**src/rtl/epr_pkg.sv**
```systemverilog
/*
  Constants shared by the page 2 register block and its bus slave.
  Assumes a 32-bit AXI4-Lite bus and 16-bit management registers.
*/
`default_nettype none
package epr_pkg;
  // ==========================================================================
  // Bus and register geometry
  localparam int          ADDR_W     = 8;
  localparam int          IDX_LSB    = 2;
  localparam int          IDX_MSB    = 6;
  localparam int          IDX_W      = 5;
  localparam int          REG_W      = 16;
  localparam int          AXI_W      = 32;
  localparam int          STRB_W     = 4;
  localparam logic [1:0]  RESP_OKAY  = 2'h0;
  localparam logic [1:0]  RESP_DECERR = 2'h3;
  // ==========================================================================
  // Register indices; byte address is four times the index
  localparam logic [4:0]  STD_CTRL_IDX = 5'h00;
  localparam logic [4:0]  TRIM_IDX     = 5'h10;
  localparam logic [4:0]  LOWE_IDX     = 5'h11;
  localparam logic [4:0]  PAGE2_LO     = 5'h10;
  localparam logic [4:0]  PAGE2_HI     = 5'h1e;
  localparam logic [4:0]  PAGE_SEL_IDX = 5'h1f;
  localparam int          STD_WORDS    = 31;
  // ==========================================================================
  // Page select codes and reset values
  localparam logic [15:0] PAGE_STD     = 16'h0000;
  localparam logic [15:0] PAGE_EXT2    = 16'h0002;
  localparam logic [15:0] STD_RESET    = 16'h0000;
  localparam logic [15:0] TRIM_RESET   = 16'h02be;
  localparam logic [15:0] LOWE_RESET   = 16'h0000;
  localparam logic [15:0] LOWE_RW_MASK = 16'hfc3f;
  // ==========================================================================
  // Field positions
  localparam int STD_SOFT_RST_BIT = 15;
  localparam int STD_SPEED_LO_BIT = 6;
  localparam int STD_SPEED_HI_BIT = 13;
  localparam int TE_MODE_BIT      = 15;
  localparam int LED_UNI_BIT      = 14;
  localparam int LED_INV_LSB      = 10;
  localparam int LINK_BIT         = 8;
  localparam int EEE1000_BIT      = 7;
  localparam int EEE100_BIT       = 6;
  localparam int FORCE1000_BIT    = 5;
  localparam int FORCE_LPI_BIT    = 4;
  localparam int INH100_TX_BIT    = 3;
  localparam int INH100_RX_BIT    = 2;
  localparam int INH1000_TX_BIT   = 1;
  localparam int INH1000_RX_BIT   = 0;
  localparam int LED_GROUPS       = 4;
  localparam int LED_N            = 8;
  localparam int SYNC_N           = 24;
endpackage : epr_pkg
`default_nettype wire

```
**src/rtl/epr_reg_if.sv**
```systemverilog
/*
  Register access carrier between the bus slave and the register bank.
  Assumes both ends run on the same clock.
*/
`default_nettype none
interface epr_reg_if;
  import epr_pkg::*;
  logic             wr_en;
  logic [IDX_W-1:0] wr_idx;
  logic [REG_W-1:0] wr_data;
  logic [1:0]       wr_strb;
  logic [IDX_W-1:0] rd_idx;
  logic [REG_W-1:0] rd_data;
  modport bus  (output wr_en, wr_idx, wr_data, wr_strb, rd_idx, input rd_data);
  modport regs (input wr_en, wr_idx, wr_data, wr_strb, rd_idx, output rd_data);
endinterface : epr_reg_if
`default_nettype wire

```
**src/rtl/epr_axil_slave.sv**
```systemverilog
/*
  AXI4-Lite slave: one write and one read in flight, turned into register
  strobes. Assumes a master that keeps valid and payload until taken.
*/
`default_nettype none
module epr_axil_slave import epr_pkg::*; (
  // Clock and reset
  input  wire logic              clock_in,
  input  wire logic              reset_in,
  // Write channels
  input  wire logic [ADDR_W-1:0] awaddr_in,
  input  wire logic              awvalid_in,
  output logic                   awready_out,
  input  wire logic [AXI_W-1:0]  wdata_in,
  input  wire logic [STRB_W-1:0] wstrb_in,
  input  wire logic              wvalid_in,
  output logic                   wready_out,
  output logic [1:0]             bresp_out,
  output logic                   bvalid_out,
  input  wire logic              bready_in,
  // Read channels
  input  wire logic [ADDR_W-1:0] araddr_in,
  input  wire logic              arvalid_in,
  output logic                   arready_out,
  output logic [AXI_W-1:0]       rdata_out,
  output logic [1:0]             rresp_out,
  output logic                   rvalid_out,
  input  wire logic              rready_in,
  // Register side
  epr_reg_if.bus                 reg_port
);
  // ==========================================================================
  // Decode
  function automatic logic in_map(input logic [ADDR_W-1:0] a);
    in_map = (a[ADDR_W-1:IDX_MSB+1] == '0);
  endfunction

  logic              aw_held_reg, w_held_reg, ar_held_reg;
  logic [ADDR_W-1:0] aw_addr_reg, ar_addr_reg;
  logic [AXI_W-1:0]  w_data_reg;
  logic [STRB_W-1:0] w_strb_reg;

  // Address and data come in either order; the write fires with both held.
  always_ff @(posedge clock_in) begin
    if (reset_in) begin
      awready_out <= 1'b1;
      wready_out  <= 1'b1;
      aw_held_reg <= 1'b0;
      w_held_reg  <= 1'b0;
      aw_addr_reg <= '0;
      w_data_reg  <= '0;
      w_strb_reg  <= '0;
      bvalid_out  <= 1'b0;
      bresp_out   <= RESP_OKAY;
    end else begin
      if (awvalid_in && awready_out) begin
        aw_held_reg <= 1'b1;
        awready_out <= 1'b0;
        aw_addr_reg <= awaddr_in;
      end
      if (wvalid_in && wready_out) begin
        w_held_reg <= 1'b1;
        wready_out <= 1'b0;
        w_data_reg <= wdata_in;
        w_strb_reg <= wstrb_in;
      end
      if (aw_held_reg && w_held_reg && !bvalid_out) begin
        bvalid_out  <= 1'b1;
        bresp_out   <= in_map(aw_addr_reg) ? RESP_OKAY : RESP_DECERR;
        aw_held_reg <= 1'b0;
        w_held_reg  <= 1'b0;
      end
      // Ready returns only after the response, so one write is in flight.
      if (bvalid_out && bready_in) begin
        bvalid_out  <= 1'b0;
        awready_out <= 1'b1;
        wready_out  <= 1'b1;
      end
    end
  end

  // Read: address taken, data sampled next cycle, held until rready.
  always_ff @(posedge clock_in) begin
    if (reset_in) begin
      arready_out <= 1'b1;
      ar_held_reg <= 1'b0;
      ar_addr_reg <= '0;
      rvalid_out  <= 1'b0;
      rdata_out   <= '0;
      rresp_out   <= RESP_OKAY;
    end else begin
      if (arvalid_in && arready_out) begin
        ar_held_reg <= 1'b1;
        arready_out <= 1'b0;
        ar_addr_reg <= araddr_in;
      end
      if (ar_held_reg && !rvalid_out) begin
        rvalid_out  <= 1'b1;
        ar_held_reg <= 1'b0;
        rdata_out   <= in_map(ar_addr_reg) ? {16'h0000, reg_port.rd_data} : '0;
        rresp_out   <= in_map(ar_addr_reg) ? RESP_OKAY : RESP_DECERR;
      end
      if (rvalid_out && rready_in) begin
        rvalid_out  <= 1'b0;
        arready_out <= 1'b1;
      end
    end
  end

  // Strobes toward the register bank; unmapped writes store nothing.
  assign reg_port.wr_en   = aw_held_reg && w_held_reg && !bvalid_out && in_map(aw_addr_reg);
  assign reg_port.wr_idx  = aw_addr_reg[IDX_MSB:IDX_LSB];
  assign reg_port.wr_data = w_data_reg[REG_W-1:0];
  assign reg_port.wr_strb = w_strb_reg[1:0];
  assign reg_port.rd_idx  = ar_addr_reg[IDX_MSB:IDX_LSB];
endmodule : epr_axil_slave
`default_nettype wire

```
**src/rtl/epr_page2_regs.sv**
```systemverilog
/*
  Management register space of one copper port with a banked page 2:
  transmit amplitude trim and low-energy, indicator and debug controls.
  Assumes software on AXI4-Lite and asynchronous status and LED inputs.
*/
// Notes on behaviour
// Writing 0x0002 to register 31 selects extended page 2.
// With page 2 selected, registers 16 to 30 reach page 2.
// Registers 0 to 15 always reach the standard space.
// Writing 0x0000 to register 31 restores standard registers 16 to 30.
// Trim bits 11:8 hold the 100BASE-TX amplitude code, reset 0010.
// Trim bits 3:0 hold the 10BASE-Te amplitude code, reset 1110.
// Control bit 15 enables low-energy 10BASE-Te mode, sticky, reset low.
// Control bit 14 keeps indicators alive in fiber unidirectional mode.
// Bits 13:10 invert indicator polarity; default is active low.
// Polarity inversion also applies to the serial indicator stream.
// Bits 8, 7, 6 report link, gigabit and fast low-energy status.
// Bit 5 allows forced gigabit link when register 0 bits 6,13 are 10.
// Bit 4 makes the generator send LPI and ignore MAC data.
// Bit 3 blocks LPI toward media in 100BASE-TX mode.
// Bit 2 blocks LPI toward the MAC in 100BASE-TX mode.
// Bit 1 blocks LPI toward media in 1000BASE-T mode.
// Bit 0 blocks LPI toward the MAC in 1000BASE-T mode.
// Software leaves bits 4:0 alone outside debugging.
// Sticky fields survive a software reset; only hardware reset clears them.
`default_nettype none
module epr_page2_regs import epr_pkg::*; (
  // Clock and hardware reset
  input  wire logic              clock_in,
  input  wire logic              reset_in,
  // AXI4-Lite write channels
  input  wire logic [ADDR_W-1:0] awaddr_in,
  input  wire logic              awvalid_in,
  output logic                   awready_out,
  input  wire logic [AXI_W-1:0]  wdata_in,
  input  wire logic [STRB_W-1:0] wstrb_in,
  input  wire logic              wvalid_in,
  output logic                   wready_out,
  output logic [1:0]             bresp_out,
  output logic                   bvalid_out,
  input  wire logic              bready_in,
  // AXI4-Lite read channels
  input  wire logic [ADDR_W-1:0] araddr_in,
  input  wire logic              arvalid_in,
  output logic                   arready_out,
  output logic [AXI_W-1:0]       rdata_out,
  output logic [1:0]             rresp_out,
  output logic                   rvalid_out,
  input  wire logic              rready_in,
  // Port status from the line side
  input  wire logic              link_up_in,
  input  wire logic              eee_1000_active_in,
  input  wire logic              eee_100_active_in,
  input  wire logic              speed_1000_in,
  input  wire logic              speed_100_in,
  input  wire logic              fiber_unidir_in,
  // Low power idle signalling
  input  wire logic              mac_tx_lpi_in,
  input  wire logic              media_rx_lpi_in,
  output logic                   media_tx_lpi_out,
  output logic                   mac_rx_lpi_out,
  output logic                   test_packet_generator_lpi_out,
  // Indicator functions and pins
  input  wire logic [LED_N-1:0]  led_function_in,
  input  wire logic [LED_N-1:0]  serial_led_function_in,
  output logic [LED_N-1:0]       indicator_outputs_out,
  output logic [LED_N-1:0]       serial_indicator_out,
  // Controls toward the copper media
  output logic [REG_W-1:0]       copper_media_transmit_trim_out,
  output logic                   te_mode_out,
  output logic                   force_1000_no_role_out,
  output logic                   soft_reset_out
);
  // ==========================================================================
  // Bus slave
  epr_reg_if reg_bus ();

  epr_axil_slave u_slave (
    .clock_in    (clock_in),
    .reset_in    (reset_in),
    .awaddr_in   (awaddr_in),
    .awvalid_in  (awvalid_in),
    .awready_out (awready_out),
    .wdata_in    (wdata_in),
    .wstrb_in    (wstrb_in),
    .wvalid_in   (wvalid_in),
    .wready_out  (wready_out),
    .bresp_out   (bresp_out),
    .bvalid_out  (bvalid_out),
    .bready_in   (bready_in),
    .araddr_in   (araddr_in),
    .arvalid_in  (arvalid_in),
    .arready_out (arready_out),
    .rdata_out   (rdata_out),
    .rresp_out   (rresp_out),
    .rvalid_out  (rvalid_out),
    .rready_in   (rready_in),
    .reg_port    (reg_bus.bus)
  );

  // ==========================================================================
  // Input synchronisers
  // Inputs from other domains pass two flops;
  // only the second stage is read.
  logic [SYNC_N-1:0] sync_raw;
  logic [SYNC_N-1:0] sync_meta_reg;
  logic [SYNC_N-1:0] sync_reg;

  assign sync_raw = {serial_led_function_in, led_function_in, media_rx_lpi_in,
                     mac_tx_lpi_in, fiber_unidir_in, speed_100_in, speed_1000_in,
                     eee_100_active_in, eee_1000_active_in, link_up_in};

  genvar gi;
  generate
    for (gi = 0; gi < SYNC_N; gi++) begin : g_sync
      always_ff @(posedge clock_in) begin
        if (reset_in) begin
          sync_meta_reg[gi] <= 1'b0;
          sync_reg[gi]      <= 1'b0;
        end else begin
          sync_meta_reg[gi] <= sync_raw[gi];
          sync_reg[gi]      <= sync_meta_reg[gi];
        end
      end
    end
  endgenerate

  logic             link_up_s, eee_1000_s, eee_100_s;
  logic             speed_1000_s, speed_100_s, fiber_unidir_s;
  logic             mac_tx_lpi_s, media_rx_lpi_s;
  logic [LED_N-1:0] led_function_s, serial_led_function_s;

  assign link_up_s             = sync_reg[0];
  assign eee_1000_s            = sync_reg[1];
  assign eee_100_s             = sync_reg[2];
  assign speed_1000_s          = sync_reg[3];
  assign speed_100_s           = sync_reg[4];
  assign fiber_unidir_s        = sync_reg[5];
  assign mac_tx_lpi_s          = sync_reg[6];
  assign media_rx_lpi_s        = sync_reg[7];
  assign led_function_s        = sync_reg[15:8];
  assign serial_led_function_s = sync_reg[23:16];

  // ==========================================================================
  // Access helpers
  // Byte-lane merge shared by every writable register.
  function automatic logic [REG_W-1:0] merge_lanes(input logic [REG_W-1:0] old_v,
                                                   input logic [REG_W-1:0] new_v,
                                                   input logic [1:0]       strb);
    merge_lanes = {strb[1] ? new_v[15:8] : old_v[15:8],
                   strb[0] ? new_v[7:0]  : old_v[7:0]};
  endfunction

  // True where an index lands on page 2.
  function automatic logic on_page2(input logic [REG_W-1:0] page_sel,
                                    input logic [IDX_W-1:0] idx);
    on_page2 = (page_sel == PAGE_EXT2) && (idx >= PAGE2_LO) && (idx <= PAGE2_HI);
  endfunction

  // ==========================================================================
  // Page select
  // Only 0x0002 opens page 2; any other value keeps the
  // standard space, so a stray value cannot expose page 2.
  logic [REG_W-1:0] page_sel_reg;
  logic [REG_W-1:0] page_sel_next;
  logic             wr_page_sel;

  assign wr_page_sel   = reg_bus.wr_en && (reg_bus.wr_idx == PAGE_SEL_IDX);
  assign page_sel_next = merge_lanes(page_sel_reg, reg_bus.wr_data, reg_bus.wr_strb);

  always_ff @(posedge clock_in) begin
    if (reset_in) begin
      page_sel_reg <= PAGE_STD;
    end else if (wr_page_sel) begin
      page_sel_reg <= page_sel_next;
    end
  end

  // ==========================================================================
  // Standard register space
  // Standard registers 0 to 30 are plain words. Register 0
  // bit 15 is a self-clearing software reset.
  logic [REG_W-1:0] std_mem [STD_WORDS];
  logic             wr_std, wr_page2;
  logic [REG_W-1:0] std_wr_value;

  assign wr_page2     = reg_bus.wr_en && on_page2(page_sel_reg, reg_bus.wr_idx);
  assign wr_std       = reg_bus.wr_en && !wr_page2 && (reg_bus.wr_idx != PAGE_SEL_IDX);
  assign std_wr_value = merge_lanes(std_mem[reg_bus.wr_idx], reg_bus.wr_data,
                                    reg_bus.wr_strb);

  always_ff @(posedge clock_in) begin
    if (reset_in) begin
      for (int i = 0; i < STD_WORDS; i++) begin
        std_mem[i] <= STD_RESET;
      end
    end else if (wr_std) begin
      std_mem[reg_bus.wr_idx] <= std_wr_value;
      if (reg_bus.wr_idx == STD_CTRL_IDX) begin
        std_mem[STD_CTRL_IDX][STD_SOFT_RST_BIT] <= 1'b0;
      end
    end
  end

  // One-cycle software reset pulse for non-sticky state.
  logic soft_rst;

  assign soft_rst = wr_std && (reg_bus.wr_idx == STD_CTRL_IDX) &&
                    reg_bus.wr_strb[1] && reg_bus.wr_data[STD_SOFT_RST_BIT];

  always_ff @(posedge clock_in) begin
    if (reset_in) begin
      soft_reset_out <= 1'b0;
    end else begin
      soft_reset_out <= soft_rst;
    end
  end

  // ==========================================================================
  // Page 2: transmit amplitude trim
  // Not sticky: a software reset restores the codes.
  logic [REG_W-1:0] trim_reg;
  logic [REG_W-1:0] trim_next;
  logic             wr_trim;

  assign wr_trim   = wr_page2 && (reg_bus.wr_idx == TRIM_IDX);
  assign trim_next = merge_lanes(trim_reg, reg_bus.wr_data, reg_bus.wr_strb);

  always_ff @(posedge clock_in) begin
    if (reset_in || soft_rst) begin
      trim_reg <= TRIM_RESET;
    end else if (wr_trim) begin
      trim_reg <= trim_next;
    end
  end

  // ==========================================================================
  // Page 2: low-energy, indicator and debug control
  // Writable fields are sticky: only hardware reset clears them.
  // Bits 9:6 are read-only.
  logic [REG_W-1:0] lowe_reg;
  logic [REG_W-1:0] lowe_next;
  logic             wr_lowe;

  assign wr_lowe   = wr_page2 && (reg_bus.wr_idx == LOWE_IDX);
  assign lowe_next = merge_lanes(lowe_reg, reg_bus.wr_data, reg_bus.wr_strb) & LOWE_RW_MASK;

  always_ff @(posedge clock_in) begin
    if (reset_in) begin
      lowe_reg <= LOWE_RESET;
    end else if (wr_lowe) begin
      lowe_reg <= lowe_next;
    end
  end

  // ==========================================================================
  // Read multiplexer
  // Unused page 2 slots read as zero and ignore writes.
  logic [REG_W-1:0] lowe_view;

  assign lowe_view = {lowe_reg[TE_MODE_BIT:LED_INV_LSB], 1'b0,
                      link_up_s, eee_1000_s, eee_100_s,
                      lowe_reg[FORCE1000_BIT:INH1000_RX_BIT]};

  always_comb begin
    if (reg_bus.rd_idx == PAGE_SEL_IDX) begin
      reg_bus.rd_data = page_sel_reg;
    end else if (on_page2(page_sel_reg, reg_bus.rd_idx)) begin
      if (reg_bus.rd_idx == TRIM_IDX) begin
        reg_bus.rd_data = trim_reg;
      end else if (reg_bus.rd_idx == LOWE_IDX) begin
        reg_bus.rd_data = lowe_view;
      end else begin
        reg_bus.rd_data = '0;
      end
    end else begin
      reg_bus.rd_data = std_mem[reg_bus.rd_idx];
    end
  end

  // ==========================================================================
  // Indicator pins
  // Both indicators of a group share its invert bit. In fiber
  // unidirectional mode they go dark unless bit 14 is set.
  logic             led_allowed;
  logic [LED_N-1:0] led_invert;

  assign led_allowed = !fiber_unidir_s || lowe_reg[LED_UNI_BIT];

  generate
    for (gi = 0; gi < LED_N; gi++) begin : g_led_inv
      assign led_invert[gi] = lowe_reg[LED_INV_LSB + (gi % LED_GROUPS)];
    end
  endgenerate

  always_ff @(posedge clock_in) begin
    if (reset_in) begin
      indicator_outputs_out <= '1;
      serial_indicator_out  <= '1;
    end else begin
      indicator_outputs_out <= ~(led_function_s & {LED_N{led_allowed}}) ^ led_invert;
      serial_indicator_out  <= ~(serial_led_function_s & {LED_N{led_allowed}})
                               ^ led_invert;
    end
  end

  // ==========================================================================
  // Low power idle steering
  // Forced LPI wins over the inhibits: the generator
  // then owns the media path.
  logic tx_block, rx_block;

  assign tx_block = (speed_100_s && lowe_reg[INH100_TX_BIT]) ||
                    (speed_1000_s && lowe_reg[INH1000_TX_BIT]);
  assign rx_block = (speed_100_s && lowe_reg[INH100_RX_BIT]) ||
                    (speed_1000_s && lowe_reg[INH1000_RX_BIT]);

  always_ff @(posedge clock_in) begin
    if (reset_in) begin
      media_tx_lpi_out              <= 1'b0;
      mac_rx_lpi_out                <= 1'b0;
      test_packet_generator_lpi_out <= 1'b0;
    end else begin
      test_packet_generator_lpi_out <= lowe_reg[FORCE_LPI_BIT];
      media_tx_lpi_out <= lowe_reg[FORCE_LPI_BIT] || (mac_tx_lpi_s && !tx_block);
      mac_rx_lpi_out   <= media_rx_lpi_s && !rx_block;
    end
  end

  // ==========================================================================
  // Copper media controls
  // Forced gigabit without a role needs register 0 bits 6,13 at 1,0.
  always_ff @(posedge clock_in) begin
    if (reset_in) begin
      copper_media_transmit_trim_out <= TRIM_RESET;
      te_mode_out                    <= 1'b0;
      force_1000_no_role_out         <= 1'b0;
    end else begin
      copper_media_transmit_trim_out <= trim_reg;
      te_mode_out                    <= lowe_reg[TE_MODE_BIT];
      force_1000_no_role_out         <= lowe_reg[FORCE1000_BIT] &&
                                        std_mem[STD_CTRL_IDX][STD_SPEED_LO_BIT] &&
                                        !std_mem[STD_CTRL_IDX][STD_SPEED_HI_BIT];
    end
  end

endmodule : epr_page2_regs
`default_nettype wire

```
**config.mk**
```make
export PLATFORM = sky130hd
export DESIGN_NAME = epr_page2_regs
export DESIGN_NICKNAME = d
export VERILOG_FILES = /design/src/rtl/epr_pkg.sv /design/src/rtl/epr_reg_if.sv /design/src/rtl/epr_axil_slave.sv /design/src/rtl/epr_page2_regs.sv
export SDC_FILE = /design/constraint.sdc
export NUM_CORES = 1
export LEC_CHECK = 0
export ABC_AREA = 1
export BUFFER_PORTS_ARGS = -buffer_cell sky130_fd_sc_hd__buf_2
export CAP_MARGIN = 10
export CORE_ASPECT_RATIO = 1.5
export CORE_MARGIN = 8
export CORE_UTILIZATION = 45
export CTS_CLUSTER_SIZE = 24
export DETAILED_ROUTE_END_ITERATION = 8
export HOLD_SLACK_MARGIN = 0.06
export SKIP_LAST_GASP = 1
export SYNTH_ARGS = -nofsm -noshare
export SYNTH_HDL_FRONTEND = slang
export SYNTH_SLANG_ARGS = --single-unit
export TNS_END_PERCENT = 50
```
**constraint.sdc**
```tcl
create_clock -name clock_in -period 2.7 [get_ports clock_in]
set_input_delay 0.54 -clock clock_in [delete_from_list [all_inputs] [get_ports clock_in]]
set_output_delay 0.54 -clock clock_in [all_outputs]
set_load 0.02 [all_outputs]
```
Word level (Yosys, flattened, before mapping):

Memories as Yosys holds them, arrays and structs flattened. A register that Yosys moved wholly into a read port is not among the register bits.
Cells that the tools add are included.

* memories kept: 1
* logic and storage cells: 191
* bits in registers: 208
* RAM bits: 496

* eq/ne operators: 11
* multiplexer cells: 24
* magnitude comparators: 4
* bitwise gates (word level): 17
* reductions and logical operators: 56

Memory list
* std_mem: words 31, width 16, read ports 2, clocked after Yosys merged registers in 1, wr ports 31, RTL line epr_page2_regs.sv:183 `logic [REG_W-1:0] std_mem [STD_WORDS];`

Operators with widths (number)
* 16-bit two-way mux: 6
* 5-bit == test (second input constant): 7
* 1-bit logical AND: 30
* 8-bit bitwise AND: 2
* 16-bit by 2-bit == test with 1-bit output (second input constant): 1
* 8-bit two-way mux: 2
* 8-bit inverter: 2
* 2-bit AND reduction: 8
* 16-bit OR reduction: 1
* 8-bit bitwise XOR: 2
* 5-bit two-way mux: 3
* 5-bit greater-or-equal comparator (second input constant): 2
* 5-bit less-or-equal comparator (second input constant): 2
* 1-bit two-way mux: 10
* 2-bit OR reduction: 4
* 1-bit zero test: 7
* 5-bit zero test: 1
* 1-bit logical OR: 5
* 5-bit inequality test (second input constant): 1
* 1-bit bitwise AND: 4
* 2-bit two-way mux: 2
* 1-bit inverter: 4
* 3-bit two-way mux: 1
* 1-bit bitwise AND (second input constant): 2
* 2 further kinds: 3

Depth between registers and ports, before layout:

Gate-level depths: netlist of run 1.

* word-level depth: 15
* depth in mapped cells: 14
* mapped depth without buffers: 11

Cells and area by module:

Synthesis of run 1 repeated with hierarchy kept, for this count alone.

* cell total of the unflattened synthesis: 3466
* area total of the unflattened synthesis: 31126.1 um2

By module, submodules not included
* epr_page2_regs: area each 28951.5 um2, instances 1, cells each 3192, seq. area each 17977.2 um2
* epr_axil_slave: area each 2174.6 um2, instances 1, cells each 274, seq. area each 1121.1 um2

Worst setup path before layout of run 1:

OpenSTA, ideal clock, no wires.

* path kind: flip-flop to flip-flop
* from: reg u_slave.bvalid_out
* to: mem std_mem[20][10], enable pin
* period minus slack after synthesis: 2015 ps
* setup slack: 685 ps
* arrival: 1692 ps
* stages on the path, launching flop included: 11
* buffers on the path: 1
* cells stage by stage: dfxtp_1 > inv_1 > nand3_1 > nor3_2 > nand2_1 > inv_2 > nand2_4 > nor2_8 > buf_12 > nand2_8 > nand2_1

RTL lines
* start, declared: RTL line epr_axil_slave.sv:19 `output logic bvalid_out,`
* start signal, assigned: RTL line epr_axil_slave.sv:53 `bvalid_out <= 1'b0;`
* start signal, assigned: RTL line epr_axil_slave.sv:68 `bvalid_out <= 1'b1;`
* start signal, assigned: RTL line epr_axil_slave.sv:75 `bvalid_out <= 1'b0;`
* end, declared: RTL line epr_page2_regs.sv:183

==> qor.yml, run 1 <==
worst_setup_path:
  end_kind: "register"
  critPathLaunchType: "register"
  crit_chain: "inv_1, nand4_1, nor2_1, nand3_1, nand2_1, inv_2, nand2_4, nor2_8, buf_4, nand2_4, nand2_1"
  slowest_stage: "dfxtp_1"
  reg2reg_from: "page_sel_reg[12]"
  critical_path_peak_fanout: 9
  cp.buffers_inverters: 3
  critPathMaxStageDelay_ns: 0.34
  cp.arrival_ns: 2.88
  cp_top_family: "simple AND/OR/NAND/NOR gates"
  worst_ep_required_time_ns: 3.00
  critPathKind: "register to register"
  crit_path_start: "page_sel_reg[12]"
global_routing:
  track_usage_pct: 22.3
  grt_start_max_net_pins: 116
  grt.busiest_layer: "met2"
  use_met3_pct: 2.77
  grt_pass1_wl_um: 133000
  gr-usage-met1_pct: 24.9
  grt-ovfl-total: 0
  grtUsageMet2_pct: 40.1
  antenna_found_initial: 1
  grt_pass1_vias: 23120
timing:
  relSlewSlack_pct: 47.1
  clock_skew_ns: 0.0236
  grt_setup_unrepaired: "false"
  setup_viol: 0
  tightest_slew_ns: 0.791
  timing.final.crit_share_pct: 95.4
  final.min_clock_period_ns: 2.58
  slew_viol_final: 0
  max_freq_mhz: 388
  whs_ns: 0.114
  layout_setup_ws_ns: 0.124
  finalHoldViolations: 0
  tns_ns: 0
cts:
  postCtsSetupBuffers: 0
  numCtsBuffers: 61
  cts_tree: "yes"
  cts.sinks: 703
  clock_latency_ns: 0.64
  cts.path.max_buffers: 3
  path_clk_slew_ns: 0.07
  h-tree-depth: 2
  post_cts_resized: 0
  cts_root_buffer: "clkbuf_16"
  cts_hold_buf: 0
worst_hold_path:
  hold_path_class: "primary input to register"
  worstHoldStart: "link_up_in"
synth:
  avgSynthCellArea_um2: 9.32
  synthDistinctLibCells: 37
  synth_top_area_share_pct: 50.1
  ys_seq_area_share_pct: 62.5
  synth_top_area_cell: "edfxtp_1"
  synth.area.top_cells: "edfxtp_1 (50%), dfxtp_1 (12%), nand2_1 (9.9%)"
  ys_ff_latch: 703
  synth_cells: 3295
  yosys_warnings: 0
  synth_area_mm2: 0.0307
place:
  place_congestion: 0.895
  hpwl_um: 61100
  pre_cts_ws_ns: 0.105
  port_buffers: 123
pwr:
  p_comb_share_pct: 10.8
  p_per_area_mw_per_mm2: 678
  leakagePower_uw: 0.0143
  p_int_uw: 17300
  p_clk_share_pct: 37.2
  swShare_pct: 25.9
  switchingPower_uw: 6040
  ir_drop_mv: 0.552
  p_total_uw: 23300
  seqPwrFrac_pct: 52.0
routing:
  viasPerCell: 5.35
  drcViolationCount: 0
  drt_iter0_drc: 2010
  vias: 23069
  drtPass1Iterations: 5
  antenna_left: 0
  routed_wirelength_um: 88000
  wire_per_inst_um: 20.4
layout:
  area_growth_pct: 11.8
  largest_reg_flops: 512
  seq_area_mm2: 0.0192
  layout-drive-gt1-share_pct: 12.3
  multiInputGateArea_mm2: 0.0100
  fillers: 6126
  fin_nets: 3456
outcome:
  status: "complete, no violations"
floorplan:
  die_w_um: 229
  die-height_um: 336
  core_region_area_mm2: 0.0678
  initial_utilization_pct: 45.3
  dieArea_mm2: 0.0770
  io_pins: 162
  rows: 117
flow_run:
  drv_cap: 0
## tightest hold or removal path: stages
cell	delay, ns
buf_2	0.07
inv_1	0.03
nor2_1	0.06
## per-stage QoR
| step | utilization [%] | cells | cell area, um2 |
|---|---|---|---|
| finish | 50.7 | 4311 | 34400 |
| global route | 50.7 | 4310 | 34400 |
| CTS | 50.7 | 4310 | 34400 |
| detailed placement | 47.8 | 4202 | 32400 |
| global placement | 47.8 | 4202 | 32400 |
| floorplan | - | 3327 | 30800 |
## power by group through the flow
stage	sequential (uW)	combinational, uW	clock (uW)
finish	12100	2520	8670
floorplan	12300	1510	0
detailed placement	12300	2490	0
global placement	12300	2460	0
global route	12100	2710	9160
CTS	12100	2500	8770
## layout make-up
| cell class | instances | area share, % |
|---|---|---|
| flip-flops and latches | 703 | 55.9 |
| multi-input cells | 2251 | 29.2 |
| clock buffers | 80 | 5.17 |
| repair buffers | 210 | 4.35 |
| well taps | 892 | 3.25 |
| inverters | 146 | 1.62 |
| clock inverters | 28 | 0.521 |
| diodes | 1 | 0.00728 |
## cells in the mapped netlist, drive strengths merged
master	count
nand2	874
nor2	644
edfxtp	512
nand3	493
dfxtp	191
inv	145
clkbuf	127
buf	100
o21ai	94
a21oi	76
o211ai	7
or2	7
a31oi	6
nand4	5
nor3	4
nor4	2
o21a	2
a21boi	1
a221oi	1
and2	1
clkinv	1
conb	1
mux2i	1
## cells by family (layout without fill, tap and decap cells)
| group | count (synthesis) | after routing | synth area share (%) |
|---|---|---|---|
| DFF | 703 | 703 | 62.5 |
| AOI/OAI and AO/OA | 187 | 187 | 3.16 |
| other | 1 | 34 | 0.0122 |
| buffers and inverters | 373 | 464 | 5.27 |
| muxes | 1 | 1 | 0.0326 |
| and+or+nand+nor | 2030 | 2030 | 29.0 |
## cells in the final DEF, fill, tap and decap left out, types with 3 or more instances in the layout
master	synthesis	final
a31oi_1	6	6
inv_2	5	5
nand2_8	3	3
nand2_4	58	58
clkbuf_16	0	67
clkinv_4	0	4
edfxtp_1	512	512
nand4_1	5	5
nor2_1	612	612
or2_2	7	7
buf_12	3	18
clkinv_2	0	13
inv_1	140	137
inv_4	0	3
clkbuf_8	0	5
nor2_2	30	30
dfxtp_1	191	188
o211ai_1	7	7
nand2_1	812	811
buf_4	18	69
buf_2	48	123
conb_1	1	33
nand3_2	3	3
nor3_1	3	3
a21oi_1	76	76
clkinv_1	1	8
o21ai_0	94	94
nand3_1	490	490
clkbuf_1	127	8
## worst paths after layout
check                                         to  slack [ns]  cells after the start
worst max-delay path               std_mem[1][4]        0.12                     11
worst min-delay path            sync_meta_reg[0]        0.11                      3
worst max register to register     std_mem[1][4]        0.12                     11
worst min register to register    fiber_unidir_s        0.40                      2
## layer usage
layer | vias to the layer above | wire length [um]
met2 | 934 | 44300
met3 | 221 | 5660
met5 | - | 11
met1 | 10958 | 32000
met4 | 2 | 6080
li1 | 10954 | -
(Power assumes the default switching activity.)
==> run 2, diff against run 1 <==
--- a/config.mk
+++ b/config.mk
@@ -11,6 +11,7 @@
 export CORE_ASPECT_RATIO = 1.5
 export CORE_MARGIN = 8
 export CORE_UTILIZATION = 45
+export CTS_CLUSTER_DIAMETER = 30
 export CTS_CLUSTER_SIZE = 24
 export DETAILED_ROUTE_END_ITERATION = 8
 export HOLD_SLACK_MARGIN = 0.06
==> constraint.sdc (replaced) <==
create_clock -name clock_in -period 2.7 [get_ports clock_in]
set_input_delay 0.27 -clock clock_in [delete_from_list [all_inputs] [get_ports clock_in]]
set_output_delay 0.27 -clock clock_in [all_outputs]
set_load 0.02 [all_outputs]
==> qor.yml, run 2 (same netlist as run 1, synthesis figures left out) <==
timing:
  tns_ns: 0
  slew_viol_final: 0
  grt_setup_unrepaired: "false"
  timing.final.crit_share_pct: 91.4
  final.min_clock_period_ns: 2.47
  max_freq_mhz: 405
  tightest_slew_ns: 0.966
  setup_viol: 0
  relSlewSlack_pct: 34.9
  clock_skew_ns: 0.0321
  finalHoldViolations: 0
cts:
  path_clk_slew_ns: 0.07
  cts.path.max_buffers: 3
  h-tree-depth: 3
  clock_latency_ns: 0.66
  cts.sinks: 703
  numCtsBuffers: 100
  cts_tree: "yes"
  cts_root_buffer: "clkbuf_16"
global_routing:
  grt_pass1_vias: 23732
  antenna_found_initial: 1
  grt_pass1_wl_um: 135000
  grt_start_max_net_pins: 98
  track_usage_pct: 22.8
  grt-ovfl-total: 0
place:
  place_congestion: 0.905
  dpl_cell_area_mm2: 0.0324
  port_buffers: 123
  hpwl_um: 60600
routing:
  drtPass1Iterations: 6
  wire_per_inst_um: 20.1
  routed_wirelength_um: 89700
  antenna_left: 0
  drcViolationCount: 0
  viasPerCell: 5.32
  drt_iter0_drc: 1923
  vias: 23671
floorplan:
  core_region_area_mm2: 0.0678
  dieArea_mm2: 0.0770
  rows: 117
  io_pins: 162
  initial_utilization_pct: 45.3
  die-height_um: 336
  die_w_um: 229
flow_run:
  drv_cap: 0
pwr:
  ir_drop_mv: 0.644
  p_per_area_mw_per_mm2: 772
  leakagePower_uw: 0.0153
worst_hold_path:
  hold_path_class: "primary input to register"
layout:
  largest_reg_flops: 512
  layout-drive-gt1-share_pct: 14.2
  mostFrequentLayoutCell: "nand2_1"
  fillers: 5948
  insertedDiodeCount: 0
  fin_nets: 3555
  finish.instance_area_mm2: 0.0365
  seq_area_mm2: 0.0192
  multiInputGateArea_mm2: 0.0100
  mostFrequentLayoutCells: "nand2_1 (812), nor2_1 (612), edfxtp_1 (512)"
  area_growth_pct: 18.8
outcome:
  status: "complete, no violations"
worst_setup_path:
  cp.arrival_ns: 2.78
  critPathKind: "register to register"
  critical_path_peak_fanout: 14
  end_kind: "register"
  critPathLaunchType: "register"
  worst_ep_required_time_ns: 3.02
## run 2: cell types whose count changed in the layout (fill, tap and decap cells not counted), moves of 4 or more
| cell | delta |
|---|---|
| dlygate4sd3_1 | +55 |
| clkbuf_16 | +35 |
| bufinv_16 | +10 |
| clkinvlp_4 | +10 |
| inv_6 | +7 |
| buf_4 | +6 |
| inv_8 | +5 |
| clkinv_2 | +4 |
## run 2: cell type report
| class | instances | area share, % |
|---|---|---|
| clock buffers | 113 | 7.23 |
| clock inverters | 75 | 2.45 |
| inverters | 146 | 1.53 |
| multi-input cells | 2251 | 27.5 |
| flip-flops and latches | 703 | 52.6 |
| well taps | 892 | 3.06 |
| repair buffers | 270 | 5.67 |
## run 2: per-layer routing
metal	up-vias	GRT usage (%)	share of wire [%]
li1	11213	-	-
met3	219	3.29	6.3
met2	991	41.1	51
met1	11246	25.0	37
met5	-	0	0.012
met4	2	14.6	6.5
## run 2: power breakdown
part,internal (uW),total [uW],switching [uW]
combinational,670,2560,1890
sequential,12000,12100,197
clock,8250,13500,5210
total,20900,28200,7300
## run 2: critical path: stages, from the launching register on
cell     delay, ns
dfxtp_1       0.33
inv_1         0.09
nand3_1       0.21
nor3_2        0.30
nand2_1       0.10
inv_2         0.09
nand2_4       0.09
nor2_8        0.22
buf_12        0.26
nand2_4       0.12
nand2_1       0.29
## run 2: path summary, 6_finish.rpt
path,startpoint,to,slack (ns),cells after the start
min,awaddr_in[3],u_slave.aw_addr_reg[3],0.19,3
max,u_slave.bvalid_out,std_mem[2][2],0.23,10
min reg2reg,sync_meta_reg[12],led_function_s[4],0.40,2
max reg2reg,u_slave.bvalid_out,std_mem[2][2],0.23,10
## run 2: timing repair
item / CTS / global route
endpoints found under the setup margin: 0 / 143
resized for setup: 0 / 0
hold buffers: 55 / 0
setup buffers: 0 / 4
endpoints found under the hold margin: 62 / 0
## run 2: metrics by stage
stage | power, uW | cells | setup WS [ns] | hold slack [ns] | utilization (%)
floorplan | 13800 | 3327 | 0.685 | 0.377 | -
global placement | 14800 | 4203 | 0.119 | 0.391 | 47.8
detailed placement | 14800 | 4203 | 0.0912 | 0.393 | 47.8
CTS | 28200 | 4446 | 0.0538 | 0.137 | 53.8
global route | 29000 | 4450 | 0.0910 | 0.204 | 53.9
finish | 28200 | 4450 | 0.233 | 0.185 | 53.9
